### src/common/irq_ctrl_pkg.sv
/*
  Constants for the interrupt latch, enable and nesting block: SFR offsets,
  bit positions, source layout, reset values and acceptance timing.
  Assumes an 8-bit SFR bus driven by the CPU core on the system clock.
*/
package irq_ctrl_pkg;

  localparam int unsigned NUM_SRC      = 39;
  localparam int unsigned SRC_W        = 6;
  localparam int unsigned ADDR_W       = 8;

  localparam logic [7:0] OFS_LATCH_TOP      = 8'h2B;
  localparam logic [7:0] OFS_ENABLE_TOP     = 8'h2A;
  localparam logic [7:0] OFS_ENABLE_MID_LO  = 8'h2C;
  localparam logic [7:0] OFS_ENABLE_MID_HI  = 8'h2D;
  localparam logic [7:0] OFS_LATCH_MID_LO   = 8'h2E;
  localparam logic [7:0] OFS_LATCH_MID_HI   = 8'h2F;
  localparam logic [7:0] OFS_ENABLE_LOW     = 8'h3A;
  localparam logic [7:0] OFS_ENABLE_HIGH    = 8'h3B;
  localparam logic [7:0] OFS_LATCH_LOW      = 8'h3C;
  localparam logic [7:0] OFS_LATCH_HIGH     = 8'h3D;

  // Bit positions in the 40-bit latch and enable images (bit n = source n; bit 0 also holds the master enable and nesting level).
  localparam int unsigned MASTER_BIT   = 0;
  localparam int unsigned NEST_LSB     = 0;
  localparam int unsigned WDT_SRC      = 2;
  localparam int unsigned EXT0_SRC     = 3;
  localparam int unsigned FIRST_MASK   = 3;

  // Implemented latch and enable positions; zeros have no latch or enable flag of their own.
  localparam logic [39:0] LATCH_IMPL   = 40'h7F_FFFF_BF6C;
  localparam logic [39:0] ENABLE_IMPL  = 40'h7F_FFFF_BF68;

  localparam logic [39:0] LATCH_RESET  = 40'h00_0000_0000;
  localparam logic [39:0] ENABLE_RESET = 40'h00_0000_0000;
  localparam logic [1:0]  NEST_RESET   = 2'h0;

  localparam logic [1:0]  NEST_CMD_CLEAR = 2'h1;
  localparam logic [1:0]  NEST_CMD_DEC   = 2'h2;

  localparam int unsigned NEST_CNT_W   = 4;
  localparam int unsigned ACCEPT_CYCLES = 12;
  localparam int unsigned ACC_CNT_W    = 4;

  typedef enum logic [2:0] {
    ST_IDLE   = 3'b001,
    ST_ACCEPT = 3'b010,
    ST_DONE   = 3'b100
  } accept_state_t;

endpackage

### src/logic/irq_priority_pick.sv
/*
  Fixed priority encoder: lowest source number wins.
  Assumes a one-cycle combinational path is acceptable on the request vector.
*/
`timescale 1ns/100ps
module irq_priority_pick
  import irq_ctrl_pkg::*;
#(
  parameter int unsigned WIDTH = NUM_SRC
)(
  input  wire logic [WIDTH-1:0]  req_in,
  output logic                   any_out,
  output logic [SRC_W-1:0]       index_out
);

  always_comb
  begin
    any_out   = 1'b0;
    index_out = '0;
    for (int i = WIDTH - 1; i >= 0; i--)
    begin
      if (req_in[i])
      begin
        any_out   = 1'b1;
        index_out = SRC_W'(i);
      end
    end
  end

endmodule // irq_priority_pick

### src/logic/irq_sync2.sv
/*
  Two flip-flop synchroniser for a vector of asynchronous levels.
  Assumes the inputs are levels held at least two clocks.
*/
`timescale 1ns/100ps
module irq_sync2
#(
  parameter int unsigned WIDTH = 1
)(
  input  wire logic             clk_in,
  input  wire logic             nrst_in,
  input  wire logic [WIDTH-1:0] async_in,
  output logic      [WIDTH-1:0] sync_out
);

  logic [WIDTH-1:0] stage1;

  always_ff @(posedge clk_in or negedge nrst_in)
  begin
    if (!nrst_in)
    begin
      stage1   <= '0;
      sync_out <= '0;
    end
    else
    begin
      stage1   <= async_in;
      sync_out <= stage1;
    end
  end

endmodule // irq_sync2

### src/logic/irq_latch_ctrl.sv
/*
  Interrupt request latches, individual and master enables, acceptance
  handshake and nesting counter for an 8-bit CPU core.
  Assumes requests are one-cycle pulses from logic on sys_clk_in, except
  ext_pin_req_in which comes from pins; the core drives the SFR strobes and
  instruction events synchronously.
*/
`timescale 1ns/100ps
module irq_latch_ctrl
  import irq_ctrl_pkg::*;
(
  input  wire logic                sys_clk_in,
  input  wire logic                nrst_in,
  input  wire logic                clk_en_in,
  input  wire logic [NUM_SRC-1:0]  src_req_in,
  input  wire logic [NUM_SRC-1:0]  ext_pin_req_in,
  input  wire logic                sfr_wr_in,
  input  wire logic                sfr_rd_in,
  input  wire logic [ADDR_W-1:0]   sfr_addr_in,
  input  wire logic [7:0]          sfr_wdata_in,
  output logic      [7:0]          sfr_rdata_out,
  output logic                     sfr_hit_out,
  input  wire logic                instr_done_in,
  input  wire logic                swi_in,
  input  wire logic                undef_in,
  input  wire logic                addr_trap_in,
  input  wire logic                unmask_all_instr_in,
  input  wire logic                mask_all_instr_in,
  input  wire logic                maskable_return_instr_in,
  input  wire logic                nonmaskable_return_instr_in,
  input  wire logic                saved_master_in,
  output logic                     irq_pending_out,
  output logic                     accept_start_out,
  output logic                     accept_busy_out,
  output logic                     accept_done_out,
  output logic      [SRC_W-1:0]    accept_src_out,
  output logic                     saved_master_out,
  output logic      [1:0]          nesting_level_field_out
);

  ////////////////////////////////////////////////////////////////////////////
  // Reset release and pin synchronisation.

  logic                rst_meta;
  logic                rst_n;
  logic [NUM_SRC-1:0]  ext_sync;

  always_ff @(posedge sys_clk_in or negedge nrst_in)
  begin
    if (!nrst_in)
    begin
      rst_meta <= 1'b0;
      rst_n    <= 1'b0;
    end
    else
    begin
      rst_meta <= 1'b1;
      rst_n    <= rst_meta;
    end
  end

  irq_sync2 #(
    .WIDTH    (NUM_SRC)
  ) u_pin_sync (
    .clk_in   (sys_clk_in),
    .nrst_in  (rst_n),
    .async_in (ext_pin_req_in),
    .sync_out (ext_sync)
  );

  ////////////////////////////////////////////////////////////////////////////
  // State.

  logic [39:0]         request_latch;
  logic [39:0]         source_enable_flag;
  logic                master_enable_flag;
  logic [NEST_CNT_W-1:0] nest_count;
  accept_state_t       state;
  logic [ACC_CNT_W-1:0] acc_count;
  logic [SRC_W-1:0]    acc_src;
  logic                acc_soft;

  logic [39:0]         raise;
  logic [39:0]         sw_clear;
  logic [39:0]         hw_clear;
  logic [39:0]         en_wr_mask;
  logic [39:0]         en_wr_data;
  logic [NUM_SRC-1:0]  eligible;
  logic                pick_any;
  logic [SRC_W-1:0]    pick_idx;
  logic                soft_req;
  logic                start;
  logic [1:0]          nest_cmd;
  logic                nest_wr;

  assign raise = {1'b0, src_req_in | ext_sync} & LATCH_IMPL;

  ////////////////////////////////////////////////////////////////////////////
  // Register decode: byte lanes of the 40-bit latch and enable images.

  always_comb
  begin
    sw_clear   = '0;
    en_wr_mask = '0;
    en_wr_data = '0;
    nest_wr    = 1'b0;
    nest_cmd   = sfr_wdata_in[1:0];
    if (sfr_wr_in)
    begin
      unique case (sfr_addr_in)
        OFS_LATCH_LOW:
        begin
          sw_clear[7:2] = ~sfr_wdata_in[7:2];
          nest_wr       = 1'b1;
        end
        OFS_LATCH_HIGH:    sw_clear[15:8]  = ~sfr_wdata_in;
        OFS_LATCH_MID_LO:  sw_clear[23:16] = ~sfr_wdata_in;
        OFS_LATCH_MID_HI:  sw_clear[31:24] = ~sfr_wdata_in;
        OFS_LATCH_TOP:     sw_clear[39:32] = ~sfr_wdata_in;
        OFS_ENABLE_LOW:
        begin
          en_wr_mask[7:0] = 8'hFF;
          en_wr_data[7:0] = sfr_wdata_in;
        end
        OFS_ENABLE_HIGH:
        begin
          en_wr_mask[15:8] = 8'hFF;
          en_wr_data[15:8] = sfr_wdata_in;
        end
        OFS_ENABLE_MID_LO:
        begin
          en_wr_mask[23:16] = 8'hFF;
          en_wr_data[23:16] = sfr_wdata_in;
        end
        OFS_ENABLE_MID_HI:
        begin
          en_wr_mask[31:24] = 8'hFF;
          en_wr_data[31:24] = sfr_wdata_in;
        end
        OFS_ENABLE_TOP:
        begin
          en_wr_mask[39:32] = 8'hFF;
          en_wr_data[39:32] = sfr_wdata_in;
        end
        default:
        begin
          sw_clear = '0;
        end
      endcase
    end
    sw_clear = sw_clear & LATCH_IMPL;
  end

  always_comb
  begin
    sfr_hit_out   = 1'b1;
    sfr_rdata_out = 8'h00;
    unique case (sfr_addr_in)
      OFS_LATCH_LOW:     sfr_rdata_out = {request_latch[7:2], nest_level(nest_count)};
      OFS_LATCH_HIGH:    sfr_rdata_out = request_latch[15:8];
      OFS_LATCH_MID_LO:  sfr_rdata_out = request_latch[23:16];
      OFS_LATCH_MID_HI:  sfr_rdata_out = request_latch[31:24];
      OFS_LATCH_TOP:     sfr_rdata_out = request_latch[39:32];
      OFS_ENABLE_LOW:    sfr_rdata_out = {source_enable_flag[7:1], master_enable_flag};
      OFS_ENABLE_HIGH:   sfr_rdata_out = source_enable_flag[15:8];
      OFS_ENABLE_MID_LO: sfr_rdata_out = source_enable_flag[23:16];
      OFS_ENABLE_MID_HI: sfr_rdata_out = source_enable_flag[31:24];
      OFS_ENABLE_TOP:    sfr_rdata_out = source_enable_flag[39:32];
      default:           sfr_hit_out   = 1'b0;
    endcase
    if (!sfr_rd_in)
    begin
      sfr_rdata_out = 8'h00;
    end
  end

  function automatic logic [1:0] nest_level(input logic [NEST_CNT_W-1:0] cnt);
    if (cnt == '0)
      return 2'h0;
    else if (cnt == NEST_CNT_W'(1))
      return 2'h1;
    else if (cnt == NEST_CNT_W'(2))
      return 2'h2;
    else
      return 2'h3;
  endfunction

  ////////////////////////////////////////////////////////////////////////////
  // Acceptance arbitration.

  assign eligible = request_latch[NUM_SRC-1:0]
                  & ((source_enable_flag[NUM_SRC-1:0] & {NUM_SRC{master_enable_flag}})
                  | (NUM_SRC'(1) << WDT_SRC));

  irq_priority_pick #(
    .WIDTH     (NUM_SRC)
  ) u_pick (
    .req_in    (eligible),
    .any_out   (pick_any),
    .index_out (pick_idx)
  );

  assign soft_req        = swi_in | undef_in | addr_trap_in;
  assign irq_pending_out = pick_any | soft_req;
  assign start           = (state == ST_IDLE) && instr_done_in && irq_pending_out
                         && clk_en_in;
  assign accept_start_out = start;
  assign accept_busy_out  = (state == ST_ACCEPT);
  assign accept_done_out  = (state == ST_DONE);

  always_comb
  begin
    hw_clear = '0;
    if (start && !soft_req)
    begin
      hw_clear[pick_idx] = 1'b1;
    end
  end

  ////////////////////////////////////////////////////////////////////////////
  // Request latches.

  always_ff @(posedge sys_clk_in or negedge rst_n)
  begin
    if (!rst_n)
    begin
      request_latch <= LATCH_RESET;
    end
    else if (clk_en_in)
    begin
      request_latch <= (request_latch & ~(sw_clear | hw_clear)) | raise;
    end
  end

  ////////////////////////////////////////////////////////////////////////////
  // Enable flags and master enable.

  always_ff @(posedge sys_clk_in or negedge rst_n)
  begin
    if (!rst_n)
    begin
      source_enable_flag <= ENABLE_RESET;
    end
    else if (clk_en_in)
    begin
      source_enable_flag <= ((source_enable_flag & ~en_wr_mask)
                          | (en_wr_data & en_wr_mask)) & ENABLE_IMPL;
    end
  end

  always_ff @(posedge sys_clk_in or negedge rst_n)
  begin
    if (!rst_n)
    begin
      master_enable_flag <= 1'b0;
      saved_master_out   <= 1'b0;
    end
    else if (clk_en_in)
    begin
      if (start)
      begin
        saved_master_out   <= master_enable_flag;
        master_enable_flag <= 1'b0;
      end
      else if (maskable_return_instr_in)
      begin
        master_enable_flag <= 1'b1;
      end
      else if (nonmaskable_return_instr_in)
      begin
        master_enable_flag <= saved_master_in;
      end
      else if (unmask_all_instr_in)
      begin
        master_enable_flag <= 1'b1;
      end
      else if (mask_all_instr_in)
      begin
        master_enable_flag <= 1'b0;
      end
      else if (en_wr_mask[MASTER_BIT])
      begin
        master_enable_flag <= en_wr_data[MASTER_BIT];
      end
    end
  end

  ////////////////////////////////////////////////////////////////////////////
  // Nesting counter.

  always_ff @(posedge sys_clk_in or negedge rst_n)
  begin
    if (!rst_n)
    begin
      nest_count <= '0;
    end
    else if (clk_en_in)
    begin
      if (start)
      begin
        if (nest_count != '1)
        begin
          nest_count <= nest_count + NEST_CNT_W'(1);
        end
      end
      else if (maskable_return_instr_in || nonmaskable_return_instr_in)
      begin
        nest_count <= nest_count - NEST_CNT_W'(1);
      end
      else if (nest_wr && nest_cmd == NEST_CMD_CLEAR)
      begin
        nest_count <= '0;
      end
      else if (nest_wr && nest_cmd == NEST_CMD_DEC)
      begin
        nest_count <= nest_count - NEST_CNT_W'(1);
      end
    end
  end

  assign nesting_level_field_out = nest_level(nest_count);

  ////////////////////////////////////////////////////////////////////////////
  // Acceptance sequence timing.

  always_ff @(posedge sys_clk_in or negedge rst_n)
  begin
    if (!rst_n)
    begin
      state     <= ST_IDLE;
      acc_count <= '0;
      acc_src   <= '0;
      acc_soft  <= 1'b0;
    end
    else if (clk_en_in)
    begin
      case (state)
        ST_IDLE:
        begin
          if (start)
          begin
            state     <= ST_ACCEPT;
            acc_count <= ACC_CNT_W'(ACCEPT_CYCLES - 2);
            acc_src   <= soft_req ? '0 : pick_idx;
            acc_soft  <= soft_req;
          end
        end
        ST_ACCEPT:
        begin
          if (acc_count == '0)
          begin
            state <= ST_DONE;
          end
          else
          begin
            acc_count <= acc_count - ACC_CNT_W'(1);
          end
        end
        ST_DONE:
        begin
          state <= ST_IDLE;
        end
        default:
        begin
          state <= ST_IDLE;
        end
      endcase
    end
  end

  assign accept_src_out = acc_src;

endmodule // irq_latch_ctrl

### config.mk
export PLATFORM = sky130hd
export DESIGN_NAME = irq_latch_ctrl
export DESIGN_NICKNAME = d
export VERILOG_FILES = /design/src/common/irq_ctrl_pkg.sv /design/src/logic/irq_priority_pick.sv /design/src/logic/irq_sync2.sv /design/src/logic/irq_latch_ctrl.sv
export SDC_FILE = /design/constraint.sdc
export NUM_CORES = 1
export LEC_CHECK = 0
export ABC_AREA = 0
export BUFFER_PORTS_ARGS = -buffer_cell sky130_fd_sc_hd__buf_4
export CORE_UTILIZATION = 55
export DETAILED_ROUTE_END_ITERATION = 6
export HOLD_SLACK_MARGIN = 0.02
export PLACE_DENSITY = 0.83
export SKIP_CTS_REPAIR_TIMING = 1
export SLEW_MARGIN = 20
export SYNTH_ARGS = -nofsm -noshare
export SYNTH_HDL_FRONTEND = slang
export SYNTH_SLANG_ARGS = --single-unit
### constraint.sdc
create_clock -name sys_clk_in -period 5.2 [get_ports sys_clk_in]
set_input_delay 0.78 -clock sys_clk_in [delete_from_list [all_inputs] [get_ports sys_clk_in]]
set_output_delay 0.78 -clock sys_clk_in [all_outputs]
set_load 0.05 [all_outputs]
# Word-level counts from Yosys, hierarchy flattened
# Index checks and enable logic that the tools add are counted.
# classes
n_addsub	3
order_cmp	2
eq_ne	22
muxes	125
bitwise_logic	16
reduce_logical	21
# ops
operator	count
6-bit 2-to-1 mux	41
39-bit bitwise AND	4
39-bit 2-to-1 mux	3
8-bit 2-to-1 mux	12
8-bit by 6-bit == test with 1-bit output (second input constant)	10
8-bit case mux with 10 select lines	1
39-bit OR	2
1-bit 2-to-1 mux	50
40-bit bitwise AND	1
40-bit 2-to-1 mux	1
40-bit NOT	1
39-bit by 40-bit OR with 40-bit output	1
40-bit by 39-bit OR with 40-bit output	1
39-bit NOT	1
4-bit 2-to-1 mux	7
7-bit 2-to-1 mux	3
10-bit OR reduction	1
3-bit AND reduction	3
4-bit zero test	2
8-bit NOT	1
4-bit case mux with 2 select lines	1
4-bit by 1-bit subtractor with 4-bit output (second input constant)	2
1-bit logical AND	7
6-bit by 7-bit less-than comparator with 1-bit output (second input constant)	1
other kinds (25)	32
# word_totals
register_bits	172
word_cells	201

# Logic depth before layout (Yosys ltp)
# logic_depth
word_depth	50
mapped_depth	10
depth_no_buf	9

# By module
# From an unflattened synthesis, not the netlist that was laid out.
# unflattened
hier_cells	709
hier_area_um2	7802.5
# modules_own_cells
module	instances	cells_each	area_each_um2	seq_area_each_um2
irq_latch_ctrl	1	546	5338.9	2303.5
irq_sync2	1	78	1951.9	1951.9
irq_priority_pick	1	85	511.7	0.0

# Least setup slack after synthesis
# No wires, ideal clock.
# synth_timing
kind	flip-flop to output port
from	reg nest_count[0]
to	out sfr_rdata_out[0]
arrival_time_ns	3.126
required_ns	4.420
path_slack_ns	1.294
path_stages_with_launch	8
n_path_buf	0
cell_sequence	dfrtp_1 -> inv_1 -> ha_1 -> nor2b_1 -> o21ai_0 -> a22o_1 -> a221oi_1 -> a31oi_1
# synth_between
elab_chain_cells	6
word_cells_on_any_way	8
# synth_rtl
element	line_no	text
start, declared	irq_latch_ctrl.sv:77	logic [NEST_CNT_W-1:0] nest_count;
start signal, assigned	irq_latch_ctrl.sv:303	nest_count <= nest_count + NEST_CNT_W'(1);
start signal, assigned	irq_latch_ctrl.sv:308	nest_count <= nest_count - NEST_CNT_W'(1);
start signal, assigned	irq_latch_ctrl.sv:316	nest_count <= nest_count - NEST_CNT_W'(1);
4-bit by 2-bit == test with 1-bit output	-	
1-bit 2-to-1 mux	-	
2-bit 2-to-1 mux	irq_latch_ctrl.sv:180	else if (cnt == NEST_CNT_W'(1))
2-bit 2-to-1 mux *	irq_latch_ctrl.sv:178	if (cnt == '0)
via nesting_level_field_out[0]	irq_latch_ctrl.sv:38	output logic [1:0] nesting_level_field_out
8-bit case mux with 10 select lines *	irq_latch_ctrl.sv:158	unique case (sfr_addr_in)
8-bit 2-to-1 mux *	irq_latch_ctrl.sv:171	if (!sfr_rd_in)
end, declared	irq_latch_ctrl.sv:21	output logic [7:0] sfr_rdata_out,
# The timed path passes the listed nets; every way through them passes the cells marked *.

# Final worst setup path
# layout_timing
from	in sfr_addr_in[6]
to	out sfr_rdata_out[2]
# layout_between
elab_chain_cells	3
word_cells_on_any_way	12
# layout_rtl
element	line_no	text
start, declared	irq_latch_ctrl.sv:19	input wire logic [ADDR_W-1:0] sfr_addr_in,
8-bit by 6-bit == test with 1-bit output	irq_latch_ctrl.sv:158	
8-bit case mux with 10 select lines *	irq_latch_ctrl.sv:158	
8-bit 2-to-1 mux *	irq_latch_ctrl.sv:171	
# Mark *: on every way between the ends. The rest lies on a longest branch, timed or not.

==> results.md <==
- # DRC: 0
- Root Driver: clkbuf_16
- Fin. max-slew vios: 0
- GRT overflow: 0
- Worst skew pair latency: between 0.4 and 0.5 ns
- Core area: roughly 13000 um2
- Die footprint: 14000 um2
- Status: finished clean
- Prevailing post-synth register cell: dfrtp_1
- WL/cell: roughly 23 um
- Post-DR vias/cell: 6.390
- Post-synth cell types: 63
- Total GRT Usage: 34.92%
- Area delta synth->final: 21.86%
- Initial antenna violation count: 0
- Hold Vio Cnt, Final: 0
- Setup ws final: 1.298 ns
- Multi-input gate area: between 3000 and 4000 um2
- CTS tree: done
- TritonCTS Buffers: 17
- Die Span X: approximately 120 um
- RSZ-0062 raised after global routing: false
- Syn_nets: around 860
- CP required: ~4.4 ns
- CP Max Fanout: 10
- First-pass GRT wire length: around 36000 um
- Relative slew slack: between 20% and 30%
- #FFs+latches synth: 160
- Post-synthesis cell area: roughly 7400 um2
- Post-Synth Simple-Gate Area: 15.78%
- Worst vdd ir: between 0.2 and 0.25 mV
- Share of cells above drive strength 1: between 20% and 30%
- Synth Area in Adders: between 1 and 1.5%
- Worst-Margin Slew: around 1.1 ns
- Critical Path End Type: primary output
- Critical path class: in2out
- Power Dens Cells: between 300 and 400 nW/um2
- DIE HEIGHT: about 120 um
- Vias in the first global route: 6501
- # fillers: 994
- CP Launch Type: input port
- Gr busiest metal: met2
- Main combinational cell family by area after synthesis: compound AO/OA/AOI/OAI gates
- WHS: around 0.11 ns
- Synth top cells by count: dfrtp_1 (159), o21ai_0 (102), nand2_1 (98)
- M2 GR Usage: 55.33%
- Crit path max-delay cell type: nor2_1
- Number of synthesized flops with an enable pin: 0
- Minimum clock period: slightly below 4 ns
- Final worst path period share: between 70% and 80%
- Sequential cell area: ~4000 um2
- Final setup viols: 0
- Clock Pin Slew Worst Setup and Hold Paths: 0.07 ns
- Setup TNS: 0 ns
- Clock Path Buffers: 2
- Post-Synthesis Cells: between 700 and 800
- Pre-CTS setup slack: 1.386 ns
- Most frequent cell after synthesis: dfrtp_1
- Post-DRT Antenna Nets: 0
- Nets@finish: 968
- Critical path arrival: 3.12 ns
- Mux contribution to synthesized area: ~5.3%
- Antenna Cells: 0
- Post-Synth XOR/XNOR Area: less than 1%
- Ports: 130
- Worst reg2reg path depth: 9
- P_leak: a little under 4 nW
- Share of the synthesized area in the top cell type: between 50% and 60%
- Initial drt markers: between 700 and 800
- Floorplan row count: 42
- Dpl hpwl: about 17000 um
- Crit Reg-Reg Startpoint: master_enable_flag
- TritonCTS sink count: 160
- Seq/Total Area, Yosys: 53.83%
- Largest net degree at the start of global routing: 82
- Reg2reg end: request_latch[15]
- Maxcap violations: 0
- Post-Route Utilization: between 60% and 70%
- Met1 usage: a little under half
- Cell taking the most area after synthesis: dfrtp_1
- Pre-Repair DR Iteration Count: 6
- RD Place Congestion: 0.9719
- Worst-path cell chain: buf_4, nand4bb_1, nor2_1, nand2_1, nor2_1, a22o_1, a221oi_1, a31oi_1, buf_4
- Largest cells by area after synthesis: dfrtp_1 (53%), o21ai_0 (6.9%), mux2_2 (5.0%)
- Via count: 6658
- DRT Wirelength: around 24000 um
- Clk_skew: between 0.009 and 0.01 ns
- Post-synth ARST share: between 90% and 100%
- IO Port Bufs: 119
- Initial core utilization: between 50% and 60%
- Compound-Gate Fraction of Synth Area: a little over a fifth
- R2r setup slk: roughly 2.2 ns
- Fmax: ~260 MHz
- Syn avg cell area: between 10 and 15 um2
- Slowest cell delay on critical path: 0.54 ns
- Hold Crit Class: in2async
- GR Util met3: 6.515%
- # H-tree levels: 4
- Synth warnings: 0
==> routing by layer <==
metal / up-vias / share of wire (%)
met5: - / 0
met4: 0 / 4.1
met3: 61 / 8.0
met2: 368 / 47
met1: 3274 / 40
li1: 2955 / -
==> report_power, final <==
group | total (mW) | leakage [nW] | internal (mW) | switching, mW
registers | 1.39 | 1.86 | 1.32 | 0.0703
logic | 0.447 | 1.71 | 0.171 | 0.275
clock network | 1.28 | 0.300 | 0.694 | 0.584
==> worst max-delay path by stage <==
stage          slack, ns      startpoint          endpoint
2_1_floorplan       0.41           rst_n         async pin
3_3_place_gp        1.36  sfr_addr_in[6]  sfr_rdata_out[2]
3_5_place_dp        1.39  sfr_addr_in[6]  sfr_rdata_out[1]
4_1_cts             1.38  sfr_addr_in[6]  sfr_rdata_out[1]
5_1_grt             1.13  sfr_addr_in[6]  sfr_rdata_out[6]
6_report            1.30  sfr_addr_in[6]  sfr_rdata_out[2]
==> cells by family (layout without fill, tap and decap cells) <==
| group | after synthesis | in the layout |
|---|---|---|
| AOI/OAI and AO/OA | 240 | 240 |
| xor gates and xnor gates | 2 | 2 |
| and+or+nand+nor | 252 | 252 |
| DFF | 160 | 160 |
| muxes | 34 | 34 |
| other | 1 | 1 |
| buffers and inverters | 47 | 170 |
| adders and majority gates | 7 | 7 |
==> through the flow <==
stage	power [mW]	instances	area, um2
4_1_cts	3.121	1042	9066
2_1_floorplan	1.678	743	7440
6_report	3.115	1042	9066
5_1_grt	3.221	1042	9066
3_5_place_dp	1.854	1010	8458
3_3_place_gp	1.819	1010	8458
==> critical path: cells and delay by family <==
kind                   cells  cell delay (ns)
and+or+nand+nor            4             1.41
buffers and inverters      2             0.35
AOI/OAI and AO/OA          3             0.57
==> layout by cell type, fill, tap and decap left out, types with 3 or more instances in the layout <==
cell / count
dfrtp_1: 158
buf_4: 127
o21ai_0: 102
nand2_1: 98
nor2_1: 48
nor3_1: 41
mux2_2: 33
o21ai_1: 29
a22o_1: 21
clkbuf_16: 17
nand2b_1: 15
nand3_1: 15
a31oi_1: 14
a21oi_1: 14
a222oi_1: 13
a22oi_1: 11
inv_1: 10
a221oi_1: 7
ha_1: 7
or3_1: 6
inv_8: 6
and3_1: 5
inv_6: 5
nor4_1: 3
nor2b_1: 3
nand4_1: 3
and2_1: 3
a32o_1: 3
==> layout make-up <==
class / count / area share, %
clock buffer: 17 / 4.692
timing repair buffer: 127 / 10.52
multi-input combinational: 536 / 35.67
inverter: 11 / 0.4554
sequential: 160 / 44.22
clock inverter: 15 / 2.015
tap: 176 / 2.429
(Power assumes the default switching activity.)
